**src/common/dbr_pkg.sv**
```systemverilog
// Purpose: shared constants and types for the dual button delayed reset block
// Assumes: 40 MHz system clock, one millisecond internal time base
// Notes:   register offsets are byte addresses on the apb bus

package dbr_pkg;

    // ********************************************************************
    // timing
    // ********************************************************************
    localparam int CLK_PERIOD_NS = 25;
    localparam int TICK_PERIOD_NS = 1000000;
    localparam int TICK_CYCLES_DEF = TICK_PERIOD_NS / CLK_PERIOD_NS;
    localparam int MS_W = 14;
    localparam logic [MS_W-1:0] HOLD_STEP_MS = 14'h01f4;
    localparam logic [MS_W-1:0] HOLD_MIN_MS = 14'h01f4;
    localparam logic [MS_W-1:0] HOLD_MAX_MS = 14'h2710;
    localparam logic [MS_W-1:0] TEST_ENTRY_MS = 14'h002a;
    localparam logic [MS_W-1:0] TEST_HOLD_MS = 14'h0015;
    localparam logic [MS_W-1:0] PULSE_MS_DEF = 14'h00c8;

    // ********************************************************************
    // register map
    // ********************************************************************
    localparam int ADDR_W = 8;
    localparam logic [ADDR_W-1:0] CONFIG_OFS = 8'h00;
    localparam logic [ADDR_W-1:0] STATUS_OFS = 8'h04;
    localparam int STEPS_W = 5;
    localparam logic [STEPS_W-1:0] STEPS_MIN = 5'h01;
    localparam logic [STEPS_W-1:0] STEPS_MAX = 5'h14;
    localparam int CFG_STEPS_LSB = 0;
    localparam int CFG_FIXED_BIT = 5;
    localparam int CFG_HIGH_BIT = 6;
    localparam int CFG_OD_BIT = 7;
    localparam int ST_STATE_LSB = 0;
    localparam int ST_TEST_BIT = 3;
    localparam int ST_ACTIVE_BIT = 4;
    localparam int ST_PRI_BIT = 5;
    localparam int ST_SEC_BIT = 6;
    localparam int ST_UV_BIT = 7;
    localparam int ST_OV_BIT = 8;

    // ********************************************************************
    // types
    // ********************************************************************
    typedef enum logic [2:0] {
        ST_IDLE,
        ST_ARMING,
        ST_HELD,
        ST_PULSE,
        ST_WAIT_RELEASE,
        ST_FEEDBACK
    } dbr_state_t;

endpackage

```
**src/verilog/dbr_dual_button_reset.sv**
```systemverilog
// Purpose: delayed reset from two jointly held buttons, with test mode
// Assumes: inputs synchronous to SYS_CLK, RESET is the supply power-up reset
// Notes:   option bits and hold delay live in the config register
`timescale 1ns/1ps

module dbr_dual_button_reset
    import dbr_pkg::*;
#(
    parameter int TICK_CYCLES = TICK_CYCLES_DEF,
    parameter logic [STEPS_W-1:0] HOLD_STEPS_DEF = 5'h0f,
    parameter logic [MS_W-1:0] PULSE_MS = PULSE_MS_DEF,
    parameter logic FIXED_PULSE_DEF = 1'b0,
    parameter logic ACTIVE_HIGH_DEF = 1'b0,
    parameter logic OPEN_DRAIN_DEF = 1'b1
) (
    input wire logic SYS_CLK,
    input wire logic RESET,
    input wire logic CLK_EN,
    input wire logic PRIMARY_BUTTON_N,
    input wire logic SECONDARY_BUTTON_N,
    input wire logic UNDERVOLTAGE,
    input wire logic OVERVOLTAGE,
    output logic RESET_OUT_O,
    output logic RESET_OUT_OE,
    output logic RESET_ACTIVE,
    output logic TEST_MODE,
    input wire logic PSEL,
    input wire logic PENABLE,
    input wire logic PWRITE,
    input wire logic [ADDR_W-1:0] PADDR,
    input wire logic [31:0] PWDATA,
    output logic [31:0] PRDATA,
    output logic PREADY,
    output logic PSLVERR
);

    // ********************************************************************
    // helpers
    // ********************************************************************
    function automatic logic [MS_W-1:0] hold_ms(input logic [STEPS_W-1:0] steps);
        logic [STEPS_W-1:0] s;
        s = steps;
        if (s < STEPS_MIN) begin
            s = STEPS_MIN;
        end else if (s > STEPS_MAX) begin
            s = STEPS_MAX;
        end
        return MS_W'(s) * HOLD_STEP_MS;
    endfunction

    function automatic logic mapped(input logic [ADDR_W-1:0] a);
        return (a == CONFIG_OFS) || (a == STATUS_OFS);
    endfunction

    // ********************************************************************
    // declarations
    // ********************************************************************
    dbr_state_t state;
    dbr_state_t next_state;
    logic test_mode;
    logic next_test_mode;
    logic [STEPS_W-1:0] cfg_steps;
    logic [STEPS_W-1:0] next_cfg_steps;
    logic cfg_fixed;
    logic next_cfg_fixed;
    logic cfg_high;
    logic next_cfg_high;
    logic cfg_od;
    logic next_cfg_od;
    logic [31:0] next_prdata;
    logic both_pressed;
    logic timer_start;
    logic timer_done;
    logic [MS_W-1:0] hold_limit;
    logic [MS_W-1:0] timer_limit;
    logic entry_start;
    logic entry_done;
    logic reset_req;
    logic wr_cfg;
    logic [31:0] status_word;

    // ********************************************************************
    // button qualification
    // ********************************************************************
    assign both_pressed = !PRIMARY_BUTTON_N && !SECONDARY_BUTTON_N && !UNDERVOLTAGE;
    assign hold_limit = test_mode ? TEST_HOLD_MS : hold_ms(cfg_steps);
    assign timer_limit = (state == ST_ARMING) ? hold_limit : PULSE_MS;
    assign timer_start = (next_state != state) || (state == ST_IDLE);
    assign entry_start = !OVERVOLTAGE || UNDERVOLTAGE || test_mode;

    // ********************************************************************
    // timers
    // ********************************************************************
    dbr_ms_timer #(
        .TICK_CYCLES(TICK_CYCLES),
        .MS_W(MS_W)
    ) u_hold_timer (
        .clk(SYS_CLK),
        .rst(RESET),
        .ce(CLK_EN),
        .start(timer_start),
        .run(1'b1),
        .limit_ms(timer_limit),
        .done(timer_done)
    );

    dbr_ms_timer #(
        .TICK_CYCLES(TICK_CYCLES),
        .MS_W(MS_W)
    ) u_entry_timer (
        .clk(SYS_CLK),
        .rst(RESET),
        .ce(CLK_EN),
        .start(entry_start),
        .run(1'b1),
        .limit_ms(TEST_ENTRY_MS),
        .done(entry_done)
    );

    // ********************************************************************
    // sequence control
    // ********************************************************************
    always_comb begin
        next_state = state;
        next_test_mode = test_mode;
        if (UNDERVOLTAGE) begin
            next_state = ST_IDLE;
        end else if (entry_done && !test_mode) begin
            next_test_mode = 1'b1;
            next_state = ST_FEEDBACK;
        end else begin
            case (state)
                ST_IDLE: begin
                    if (both_pressed) begin
                        next_state = ST_ARMING;
                    end
                end
                ST_ARMING: begin
                    if (!both_pressed) begin
                        next_state = ST_IDLE;
                    end else if (timer_done) begin
                        next_state = cfg_fixed ? ST_PULSE : ST_HELD;
                    end
                end
                ST_HELD: begin
                    if (!both_pressed) begin
                        next_state = ST_IDLE;
                    end
                end
                ST_PULSE: begin
                    if (timer_done) begin
                        next_state = ST_WAIT_RELEASE;
                    end
                end
                ST_WAIT_RELEASE: begin
                    if (!both_pressed) begin
                        next_state = ST_IDLE;
                    end
                end
                ST_FEEDBACK: begin
                    if (cfg_fixed ? timer_done : !OVERVOLTAGE) begin
                        next_state = ST_WAIT_RELEASE;
                    end
                end
                default: begin
                    next_state = ST_IDLE;
                end
            endcase
        end
    end

    always_ff @(posedge SYS_CLK) begin
        if (RESET) begin
            state <= ST_IDLE;
            test_mode <= 1'b0;
        end else if (CLK_EN) begin
            state <= next_state;
            test_mode <= next_test_mode;
        end
    end

    // ********************************************************************
    // reset output
    // ********************************************************************
    assign reset_req = !UNDERVOLTAGE && ((state == ST_HELD) || (state == ST_PULSE)
        || (state == ST_FEEDBACK));
    assign TEST_MODE = test_mode;

    dbr_reset_driver u_driver (
        .clk(SYS_CLK),
        .rst(RESET),
        .ce(CLK_EN),
        .assert_req(reset_req),
        .active_high(cfg_high && !cfg_od),
        .open_drain(cfg_od),
        .pin_o(RESET_OUT_O),
        .pin_oe(RESET_OUT_OE),
        .asserted(RESET_ACTIVE)
    );

    // ********************************************************************
    // apb registers
    // ********************************************************************
    assign wr_cfg = PSEL && PENABLE && PWRITE && CLK_EN && (PADDR == CONFIG_OFS);
    assign PREADY = CLK_EN;
    assign PSLVERR = PSEL && PENABLE && !mapped(PADDR);

    always_comb begin
        status_word = '0;
        status_word[ST_STATE_LSB +: 3] = state;
        status_word[ST_TEST_BIT] = test_mode;
        status_word[ST_ACTIVE_BIT] = RESET_ACTIVE;
        status_word[ST_PRI_BIT] = !PRIMARY_BUTTON_N;
        status_word[ST_SEC_BIT] = !SECONDARY_BUTTON_N;
        status_word[ST_UV_BIT] = UNDERVOLTAGE;
        status_word[ST_OV_BIT] = OVERVOLTAGE;
    end

    always_comb begin
        next_cfg_steps = cfg_steps;
        next_cfg_fixed = cfg_fixed;
        next_cfg_high = cfg_high;
        next_cfg_od = cfg_od;
        next_prdata = PRDATA;
        if (wr_cfg) begin
            next_cfg_steps = PWDATA[CFG_STEPS_LSB +: STEPS_W];
            next_cfg_fixed = PWDATA[CFG_FIXED_BIT];
            next_cfg_high = PWDATA[CFG_HIGH_BIT];
            next_cfg_od = PWDATA[CFG_OD_BIT];
        end
        if (PSEL && !PENABLE) begin
            if (PADDR == CONFIG_OFS) begin
                next_prdata = '0;
                next_prdata[CFG_STEPS_LSB +: STEPS_W] = cfg_steps;
                next_prdata[CFG_FIXED_BIT] = cfg_fixed;
                next_prdata[CFG_HIGH_BIT] = cfg_high;
                next_prdata[CFG_OD_BIT] = cfg_od;
            end else if (PADDR == STATUS_OFS) begin
                next_prdata = status_word;
            end else begin
                next_prdata = '0;
            end
        end
    end

    always_ff @(posedge SYS_CLK) begin
        if (RESET) begin
            cfg_steps <= HOLD_STEPS_DEF;
            cfg_fixed <= FIXED_PULSE_DEF;
            cfg_high <= ACTIVE_HIGH_DEF;
            cfg_od <= OPEN_DRAIN_DEF;
            PRDATA <= '0;
        end else if (CLK_EN) begin
            cfg_steps <= next_cfg_steps;
            cfg_fixed <= next_cfg_fixed;
            cfg_high <= next_cfg_high;
            cfg_od <= next_cfg_od;
            PRDATA <= next_prdata;
        end
    end

    // ********************************************************************
    // checks
    // ********************************************************************
    property p_hold_first;
        @(posedge SYS_CLK) disable iff (RESET)
        (CLK_EN && state == ST_ARMING && (next_state == ST_HELD || next_state == ST_PULSE))
            |-> (both_pressed && timer_done);
    endproperty
    a_hold_first: assert property (p_hold_first) else $error("reset without full hold");

    property p_hold_range;
        @(posedge SYS_CLK) disable iff (RESET)
        !test_mode |-> (hold_limit >= HOLD_MIN_MS && hold_limit <= HOLD_MAX_MS);
    endproperty
    a_hold_range: assert property (p_hold_range) else $error("hold delay out of range");

    property p_follow_release;
        @(posedge SYS_CLK) disable iff (RESET)
        (CLK_EN && state == ST_HELD && !both_pressed && !(entry_done && !test_mode))
            |=> (state == ST_IDLE) ##1 !RESET_ACTIVE;
    endproperty
    a_follow_release: assert property (p_follow_release) else $error("held reset kept");

    property p_pulse_kept;
        @(posedge SYS_CLK) disable iff (RESET)
        (CLK_EN && state == ST_PULSE && !timer_done && !UNDERVOLTAGE
            && !(entry_done && !test_mode)) |=> (state == ST_PULSE);
    endproperty
    a_pulse_kept: assert property (p_pulse_kept) else $error("fixed pulse cut short");

    property p_uv_release;
        @(posedge SYS_CLK) disable iff (RESET)
        (CLK_EN && UNDERVOLTAGE) |=> (!RESET_ACTIVE && state == ST_IDLE);
    endproperty
    a_uv_release: assert property (p_uv_release) else $error("output active in undervoltage");

    property p_entry_idle;
        @(posedge SYS_CLK) disable iff (RESET)
        (CLK_EN && !OVERVOLTAGE) |=> !entry_done;
    endproperty
    a_entry_idle: assert property (p_entry_idle) else $error("entry timer without overvoltage");

    property p_test_enter;
        @(posedge SYS_CLK) disable iff (RESET)
        (CLK_EN && entry_done && !test_mode && !UNDERVOLTAGE)
            |=> (test_mode && state == ST_FEEDBACK) ##1 (RESET_ACTIVE || !CLK_EN);
    endproperty
    a_test_enter: assert property (p_test_enter) else $error("test entry feedback missing");

    property p_feedback_hold;
        @(posedge SYS_CLK) disable iff (RESET)
        (CLK_EN && state == ST_FEEDBACK && !cfg_fixed && OVERVOLTAGE && !UNDERVOLTAGE)
            |=> (state == ST_FEEDBACK);
    endproperty
    a_feedback_hold: assert property (p_feedback_hold) else $error("feedback ended early");

    property p_short_hold;
        @(posedge SYS_CLK) disable iff (RESET)
        test_mode |-> (hold_limit == TEST_HOLD_MS);
    endproperty
    a_short_hold: assert property (p_short_hold) else $error("test hold delay wrong");

    property p_test_latched;
        @(posedge SYS_CLK) disable iff (RESET)
        test_mode |=> test_mode;
    endproperty
    a_test_latched: assert property (p_test_latched) else $error("test mode left");

    property p_restart;
        @(posedge SYS_CLK) disable iff (RESET)
        (CLK_EN && state == ST_ARMING && !both_pressed && !(entry_done && !test_mode))
            |=> (state == ST_IDLE);
    endproperty
    a_restart: assert property (p_restart) else $error("hold count not restarted");

    property p_need_release;
        @(posedge SYS_CLK) disable iff (RESET)
        (CLK_EN && state == ST_WAIT_RELEASE && both_pressed && !(entry_done && !test_mode))
            |=> (state == ST_WAIT_RELEASE);
    endproperty
    a_need_release: assert property (p_need_release) else $error("rearmed without release");

endmodule // dbr_dual_button_reset

```
**src/verilog/dbr_ms_timer.sv**
```systemverilog
// Purpose: millisecond interval timer with its own prescaler
// Assumes: start clears both counters, run lets them advance
// Notes:   done is high once limit_ms whole milliseconds have passed
`timescale 1ns/1ps

module dbr_ms_timer #(
    parameter int TICK_CYCLES = 40000,
    parameter int MS_W = 14
) (
    input wire logic clk,
    input wire logic rst,
    input wire logic ce,
    input wire logic start,
    input wire logic run,
    input wire logic [MS_W-1:0] limit_ms,
    output logic done
);
    localparam int PRE_W = $clog2(TICK_CYCLES) + 1;
    localparam logic [PRE_W-1:0] PRE_LAST = PRE_W'(TICK_CYCLES - 1);

    logic [PRE_W-1:0] pre;
    logic [PRE_W-1:0] next_pre;
    logic [MS_W-1:0] ms;
    logic [MS_W-1:0] next_ms;

    assign done = (ms >= limit_ms);

    // ********************************************************************
    // counting
    // ********************************************************************
    always_comb begin
        next_pre = pre;
        next_ms = ms;
        if (start) begin
            next_pre = '0;
            next_ms = '0;
        end else if (run && !done) begin
            if (pre == PRE_LAST) begin
                next_pre = '0;
                next_ms = ms + 1'b1;
            end else begin
                next_pre = pre + 1'b1;
            end
        end
    end

    always_ff @(posedge clk) begin
        if (rst) begin
            pre <= '0;
            ms <= '0;
        end else if (ce) begin
            pre <= next_pre;
            ms <= next_ms;
        end
    end

endmodule // dbr_ms_timer

```
**src/verilog/dbr_reset_driver.sv**
```systemverilog
// Purpose: reset pin driver with selectable polarity and output style
// Assumes: open drain output only ever pulls low
// Notes:   pin level and enable come from flip-flops
`timescale 1ns/1ps

module dbr_reset_driver (
    input wire logic clk,
    input wire logic rst,
    input wire logic ce,
    input wire logic assert_req,
    input wire logic active_high,
    input wire logic open_drain,
    output logic pin_o,
    output logic pin_oe,
    output logic asserted
);
    logic next_asserted;
    logic next_pin_o;
    logic next_pin_oe;

    // ********************************************************************
    // pin level
    // ********************************************************************
    always_comb begin
        next_asserted = !rst && assert_req;
        if (open_drain) begin
            next_pin_o = 1'b0;
            next_pin_oe = next_asserted;
        end else begin
            next_pin_o = active_high ? next_asserted : !next_asserted;
            next_pin_oe = 1'b1;
        end
    end

    always_ff @(posedge clk) begin
        if (rst || ce) begin
            asserted <= next_asserted;
            pin_o <= next_pin_o;
            pin_oe <= next_pin_oe;
        end
    end

    property p_od_low;
        @(posedge clk) disable iff (rst)
        (ce && open_drain) |=> (!pin_o && (pin_oe == asserted));
    endproperty
    a_od_low: assert property (p_od_low) else $error("open drain pin not pulling low");

endmodule // dbr_reset_driver

```
**config.mk**
```make
export PLATFORM = sky130hd
export DESIGN_NAME = dbr_dual_button_reset
export DESIGN_NICKNAME = d
export VERILOG_FILES = /design/src/common/dbr_pkg.sv /design/src/verilog/dbr_dual_button_reset.sv /design/src/verilog/dbr_ms_timer.sv /design/src/verilog/dbr_reset_driver.sv
export SDC_FILE = /design/constraint.sdc
export NUM_CORES = 1
export LEC_CHECK = 0
export BUFFER_PORTS_ARGS = -buffer_cell sky130_fd_sc_hd__buf_4
export CAP_MARGIN = 20
export CORE_MARGIN = 2
export CORE_UTILIZATION = 55
export DETAILED_ROUTE_END_ITERATION = 10
export PLACE_DENSITY_LB_ADDON = 0.12
export SETUP_SLACK_MARGIN = 0.3
export SYNTH_ARGS = -nofsm -noshare
export SYNTH_HDL_FRONTEND = slang
export SYNTH_HIERARCHICAL = 1
export SYNTH_SLANG_ARGS = --single-unit
```
**constraint.sdc**
```tcl
create_clock -name SYS_CLK -period 7.8 [get_ports SYS_CLK]
set_clock_uncertainty 0.15 [all_clocks]
set_input_delay 1.56 -clock SYS_CLK [delete_from_list [all_inputs] [get_ports SYS_CLK]]
set_output_delay 1.56 -clock SYS_CLK [all_outputs]
set_load 0.01 [all_outputs]
```
# ---- Yosys cells after proc, flatten, opt, wreduce, memory -nomap -nowiden
# Index checks and enable logic that the tools add are counted.
dict set report word_totals {
  reg_bits 109
  latchBits 0
  ramBits 0
  romBits 0
  input_bits 50
  output_inout_bits 38
  elab_cells 106
  mem_count 0
}
dict set report op_classes {
  addsub 4
  multipliers 1
  div 0
  order_cmp 4
  eq_ne 11
  n_shift 0
  mux 30
  n_bitwise 1
  n_reduce_logical 41
}
# op n
set op_table {}
lappend op_table {{$mux 14} 8}
lappend op_table {{$mux 17} 6}
lappend op_table {{$add 17x1->17 const B} 2}
lappend op_table {{$eq 17x16->1 const B} 2}
lappend op_table {{$add 14x1->14 const B} 2}
lappend op_table {{$mux 3} 8}
lappend op_table {{$mux 9} 2}
lappend op_table {{$pmux 3 s5} 1}
lappend op_table {{$ge 14x14->1} 1}
lappend op_table {{$ge 14x6->1 const B} 1}
lappend op_table {{$logic_and 1x1->1} 12}
lappend op_table {{$mul 5x7->12 const B} 1}
lappend op_table {{$logic_not 1->1} 10}
lappend op_table {{$mux 5} 2}
lappend op_table {{$reduce_and 3->1} 3}
lappend op_table {{$eq 8x3->1 const B} 1}
lappend op_table {{$logic_not 8->1} 1}
lappend op_table {{$reduce_and 2->1} 4}
lappend op_table {{$logic_or 1x1->1} 7}
lappend op_table {{$eq 3x2->1 const B} 2}
lappend op_table {{$eq 3x3->1 const B} 2}
lappend op_table {{$gt 5x5->1 const B} 1}
lappend op_table {{$lt 5x1->1 const B} 1}
lappend op_table {{$ne 2x2->1 const B} 2}
lappend op_table {{7 further kinds} 10}

# ---- Logic depth before layout (Yosys ltp)
dict set report depth {
  word_depth 16
  mapped_depth 30
  mapped_depth_nobuf 30
}

# ---- Hierarchy
# Netlist, hierarchy kept.
# module n_inst cells_per_inst area_each_um2 seq_area_each_um2
set by_module_without_submodules {}
lappend by_module_without_submodules {dbr_ms_timer 2 274 2200.9 620.6}
lappend by_module_without_submodules {dbr_dual_button_reset 1 269 2188.3 420.4}
lappend by_module_without_submodules {dbr_reset_driver 1 9 141.4 90.1}

# ---- Worst setup path before layout
# Ideal clock, no wire load.
dict set report synth_timing {
  path_kind {register to register}
  from {reg cfg_steps[4]}
  to {reg u_hold_timer.pre[4]}
  setup_time_ns 0.101
  t_arrival_ns 6.632
  t_required_ns 7.549
  path_slack_ns 0.917
  stages_incl_launch_ff 30
  path_buffers 2
  period_less_slack_ns 6.883
  cell_sequence {dfxtp_1 a21o_1 inv_1 fa_1 inv_1 fa_1 inv_1 fa_1 inv_1 ha_1 o21a_1 o31a_1 o211a_1 o21a_1 nor3_1 inv_1 ha_1 nand4_1 a211oi_4 a21o_1 nor2b_1 o21ai_0 a31oi_1 nor3_1 a2111o_1 clkbuf_1 a21oi_1 clkbuf_1 o211ai_1 o41ai_1}
}
dict set report synth_between {
  elab_chain_cells 16
  word_cells_on_any_way 21
  cone_classes {mul: 1; order compare: 3; eq/ne: 2; mux: 13; reduce/logical: 2}
}
# element line_no
set synth_rtl {}
lappend synth_rtl {{start, declared} dbr_dual_button_reset.sv:62} ;# logic [STEPS_W-1:0] cfg_steps;
lappend synth_rtl {{start signal, assigned} dbr_dual_button_reset.sv:254} ;# cfg_steps <= next_cfg_steps;
lappend synth_rtl {{$gt 5x5->1} dbr_dual_button_reset.sv:45} ;# end else if (s > STEPS_MAX) begin
lappend synth_rtl {{$mux 5} dbr_dual_button_reset.sv:45}
lappend synth_rtl {{$mux 5 *} dbr_dual_button_reset.sv:43} ;# if (s < STEPS_MIN) begin
lappend synth_rtl {{$mul 5x7->12 *} dbr_dual_button_reset.sv:48} ;# return MS_W'(s) * HOLD_STEP_MS;
lappend synth_rtl {{$mux 14 *} dbr_dual_button_reset.sv:86} ;# assign hold_limit = test_mode ? TEST_HOLD_MS : hold_ms(cfg_steps);
lappend synth_rtl {{$mux 14 *} dbr_dual_button_reset.sv:87} ;# assign timer_limit = (state == ST_ARMING) ? hold_limit : PULSE_MS;
lappend synth_rtl {{named net timer_limit[13]} dbr_dual_button_reset.sv:75} ;# logic [MS_W-1:0] timer_limit;
lappend synth_rtl {{$ge 14x14->1 *} dbr_ms_timer.sv:26} ;# assign done = (ms >= limit_ms);
lappend synth_rtl {{named net timer_done} dbr_dual_button_reset.sv:73} ;# logic timer_done;
lappend synth_rtl {{[... 2 more ...]} n/a}
lappend synth_rtl {{$pmux 3 s5 *} dbr_dual_button_reset.sv:132} ;# case (state)
lappend synth_rtl {{$mux 3 *} dbr_dual_button_reset.sv:128} ;# end else if (entry_done && !test_mode) begin
lappend synth_rtl {{$mux 3 *} dbr_dual_button_reset.sv:126} ;# if (UNDERVOLTAGE) begin
lappend synth_rtl {{$ne 3x3->1 *} dbr_dual_button_reset.sv:88} ;# assign timer_start = (next_state != state) || (state == ST_IDLE);
lappend synth_rtl {{$logic_or 1x1->1 *} dbr_dual_button_reset.sv:88}
lappend synth_rtl {{named net timer_start} dbr_dual_button_reset.sv:72} ;# logic timer_start;
lappend synth_rtl {{$ne 2x2->1 (no line)} n/a}
lappend synth_rtl {{$reduce_and 2->1 (no line)} n/a}
lappend synth_rtl {{end signal, assigned} dbr_ms_timer.sv:52} ;# pre <= next_pre;
lappend synth_rtl {{end, declared} dbr_ms_timer.sv:21} ;# logic [PRE_W-1:0] pre;
# The timed path passes the listed nets; every way through them passes the cells marked *.
# A chain may end at the register's enable or synchronous reset.

# ---- Worst setup path after layout
dict set report layout_timing {
  from {reg cfg_steps[4]}
  to {reg u_hold_timer.pre[16]}
}
# The elaborated chain is that of the path after synthesis.

==> impl_metrics.toml <==
[yosys]
synth-edff-count = 3
postSynthCellCount = 826
synth_flop_cell = "sky130_fd_sc_hd__dfxtp_1"
post-synth-top-area-cell = "sky130_fd_sc_hd__dfxtp_1"
synth.top_cell.area_share_pct = 24.7
synthDistinctLibCells = 67
yosysWarningCount = 6
synth.most_common_cell = "sky130_fd_sc_hd__dfxtp_1"
netlist_top_cells_area = "sky130_fd_sc_hd__dfxtp_1, sky130_fd_sc_hd__ha_1, sky130_fd_sc_hd__mux2i_1"
synth.ff_latch_count = 86
mappedNetlistArea_mm2 = 0.00673
synth.cells.most_frequent = "sky130_fd_sc_hd__dfxtp_1, sky130_fd_sc_hd__inv_1, sky130_fd_sc_hd__a21oi_1"
synth.yosys.seq_area_share_pct = 26.0
synth_area_per_cell_um2 = 8.15
async_reset_ff_share_pct = 0

[place]
place_inst = 1002
detailed_place_hpwl_mm = 11.4
place_worst_setup_slack_ns = 0.320
buffer_ports.inserted = 40
dpl-instance-area_mm2 = 0.00710
gpl.final_weighted_congestion = 0.892

[clock_tree]
cts_tree = "done"
cts.sink_count = 86
clockRootBuffer = "sky130_fd_sc_hd__clkbuf_16"
htree_num_levels = 3
clkTransAtPathRegs_ns = 0.06
worst_skew_pair.late_latency_ns = 0.35
postCtsHoldBufs = 0
cts_made_buffers = 9
clockBufferDepth = 2

[timing]
worst_slew_pin_slew_ns = 0.870
relSlewSlack_pct = 41.5
setup_violations = 0
grt_setup_unrepaired = "false"
max_clock_freq_mhz = 140
setup_ws_ns = 0.656
final.period_utilization_pct = 91.6
drv_slew = 0
fin_setup_tns_ns = 0
finalHoldViolCount = 0
whs_ns = 0.333
finalWorstPathRequiredPeriod_ns = 7.14

[setup_path]
critical_path.startpoint_type = "flop"
critical-path-max-stage-delay_ns = 0.54
cp_max_fo = 8
timing.critical_path.buf_inv = 5
critical_path.endpoint_type = "flop"
critical_path.top_delay_family = "compound AO/OA/AOI/OAI gates"
path_class = "flop to flop"
crit_required_ns = 7.92
crit_path_frequent_cell = "sky130_fd_sc_hd__inv_1"
slowest_stage = "sky130_fd_sc_hd__fa_1"
critPathArrivalTime_ns = 7.26

[floorplanning]
initial_utilization_pct = 56.3
floorplan.die.height_um = 115
core-area_mm2 = 0.0120
io_pins = 88
floorplan.rows = 40
floorplan.die_area_mm2 = 0.0131
die_x_um = 115

[grt]
groute.usage.overall_pct = 24.7
first_global_vias = 5922
grt_start_max_net_pins = 59
grt_remaining_overflow = 0
grt_first_pass_wirelength_mm = 26.6
antenna_found_initial = 0

[final_layout]
fillers = 1081
final_net_count = 984
layout.cell_area.non_filler_mm2 = 0.00742
layout-area-overhead-vs-synth_pct = 10.2
antenna_cells = 0
fin_cells = 1023
post_route_cells_drive_above_1_share_pct = 12.2
area.sequential_mm2 = 0.00176
post-route-util_pct = 62.0
footprint_of_the_multi_input_gates_mm2 = 0.00455

[detailed_routing]
dr.pass1.iters = 5
routed_wl_mm = 15.9
detailroute.via_count = 6196
met3RoutedLength_um = 752
routedLengthMet1_mm = 7.28
viasPerCell = 6.06
highest_layer = "met4"
drc = 0
detailedRoute.firstIterationViolations = 430
detail_route.wl_per_cell_um = 15.6
detail-route-antenna-nets = 0
detailroute.wirelength.met2_mm = 7.53

[pwr]
power_mw = 0.919
power_density_mw_per_mm2 = 124
p_sw_mw = 0.234
power.sequential.fraction_pct = 48.2
peakVddDrop_mv = 0.0869
clockPowerShare_pct = 42.4
power.switching_fraction_pct = 25.5
power.combinational.fraction_pct = 9.4
leakage_nw = 3.02
power_report.internal_total_mw = 0.685

[status]
outcome = "finished clean"

[min_path]
hold_path.class = "flop to flop"

[job]
maxCapViolCount = 0
[metal layers]
metal,track usage [%],up-vias
met5,0,-
met4,12.3,0
met3,3.39,27
met2,41.3,220
met1,31.0,2918
li1,-,3031
[logic make-up after synthesis]
family | Yosys count | synth area share [%]
AOI/OAI and AO/OA | 193 | 20.2
xor gates and xnor gates | 3 | 0.390
adders and majority gates | 63 | 12.8
buffers and inverters | 131 | 8.98
DFF | 86 | 26.0
muxes | 38 | 5.82
other | 2 | 0.112
and+or+nand+nor | 310 | 25.7
[power groups by stage]
stage	logic [mW]	registers, mW	clock network [mW]
6_report	0.0867	0.443	0.389
5_1_grt	0.0965	0.443	0.419
4_1_cts	0.0838	0.443	0.402
3_5_place_dp	0.0835	0.453	0
3_3_place_gp	0.0813	0.453	0
2_1_floorplan	0.0655	0.453	0
[final cells by class]
class	count	area share (%)
clock buffer	11	3.14
clock inverter	5	0.354
inverter	70	3.54
multi-input combinational	650	61.3
sequential	86	23.7
tap	147	2.48
timing repair buffer	54	5.46
[what timing repair did]
action	in CTS	in global routing
setup endpoints to repair	1	30
buffers inserted	0	4
pin swaps	0	3
gates resized for setup	2	7
gates cloned	0	1
[placed cells by master, fill, tap and decap left out, types with 7 or more instances in the layout]
cell type | Yosys | routed
sky130_fd_sc_hd__a211o_1 | 10 | 10
sky130_fd_sc_hd__a211oi_1 | 7 | 7
sky130_fd_sc_hd__a21o_1 | 13 | 12
sky130_fd_sc_hd__a21oi_1 | 58 | 58
sky130_fd_sc_hd__a22oi_1 | 12 | 12
sky130_fd_sc_hd__a31oi_1 | 19 | 18
sky130_fd_sc_hd__and2_1 | 8 | 8
sky130_fd_sc_hd__and3_1 | 23 | 23
sky130_fd_sc_hd__buf_4 | 26 | 54
sky130_fd_sc_hd__clkbuf_16 | 0 | 9
sky130_fd_sc_hd__conb_1 | 2 | 42
sky130_fd_sc_hd__dfxtp_1 | 83 | 80
sky130_fd_sc_hd__fa_1 | 10 | 10
sky130_fd_sc_hd__ha_1 | 53 | 53
sky130_fd_sc_hd__inv_1 | 70 | 69
sky130_fd_sc_hd__mux2i_1 | 32 | 32
sky130_fd_sc_hd__nand2_1 | 56 | 56
sky130_fd_sc_hd__nand2b_1 | 13 | 13
sky130_fd_sc_hd__nand3_1 | 49 | 49
sky130_fd_sc_hd__nand3b_1 | 19 | 19
sky130_fd_sc_hd__nand4_1 | 18 | 18
sky130_fd_sc_hd__nand4b_1 | 8 | 8
sky130_fd_sc_hd__nor2_1 | 54 | 54
sky130_fd_sc_hd__nor2b_1 | 8 | 8
sky130_fd_sc_hd__nor3_1 | 16 | 16
sky130_fd_sc_hd__o21a_1 | 8 | 8
sky130_fd_sc_hd__o21ai_0 | 22 | 21
[registers in the layout, indices dropped and copies added, names as in the netlist]
signal and count:
u_entry_timer/pre 17, cfg_steps 5, u_entry_timer/ms 14, PRDATA 9
u_driver/asserted 1, cfg_fixed 1, u_hold_timer/ms 14, state 3
TEST_MODE 1, cfg_od 1, u_driver/pin_oe 1, u_driver/pin_o 1
u_hold_timer/pre 17, cfg_high 1
[tightest hold or removal path: cells and delay by family (launching register included)]
kind | cells | cell delay [ns]
DFF | 1 | 0.33
AOI/OAI and AO/OA | 1 | 0.05
buffers and inverters | 1 | 0.06
[final timing paths]
path	start	endpoint	slack (ns)	depth (start not counted)
max	cfg_steps[4]	u_hold_timer/pre[16]	0.66	28
min	u_hold_timer/ms[13]	u_hold_timer/ms[13]	0.33	2
max reg2reg	cfg_steps[4]	u_hold_timer/pre[16]	0.66	28
min reg2reg	u_hold_timer/ms[13]	u_hold_timer/ms[13]	0.33	2
Note: power is estimated with default switching activity, not from simulation.
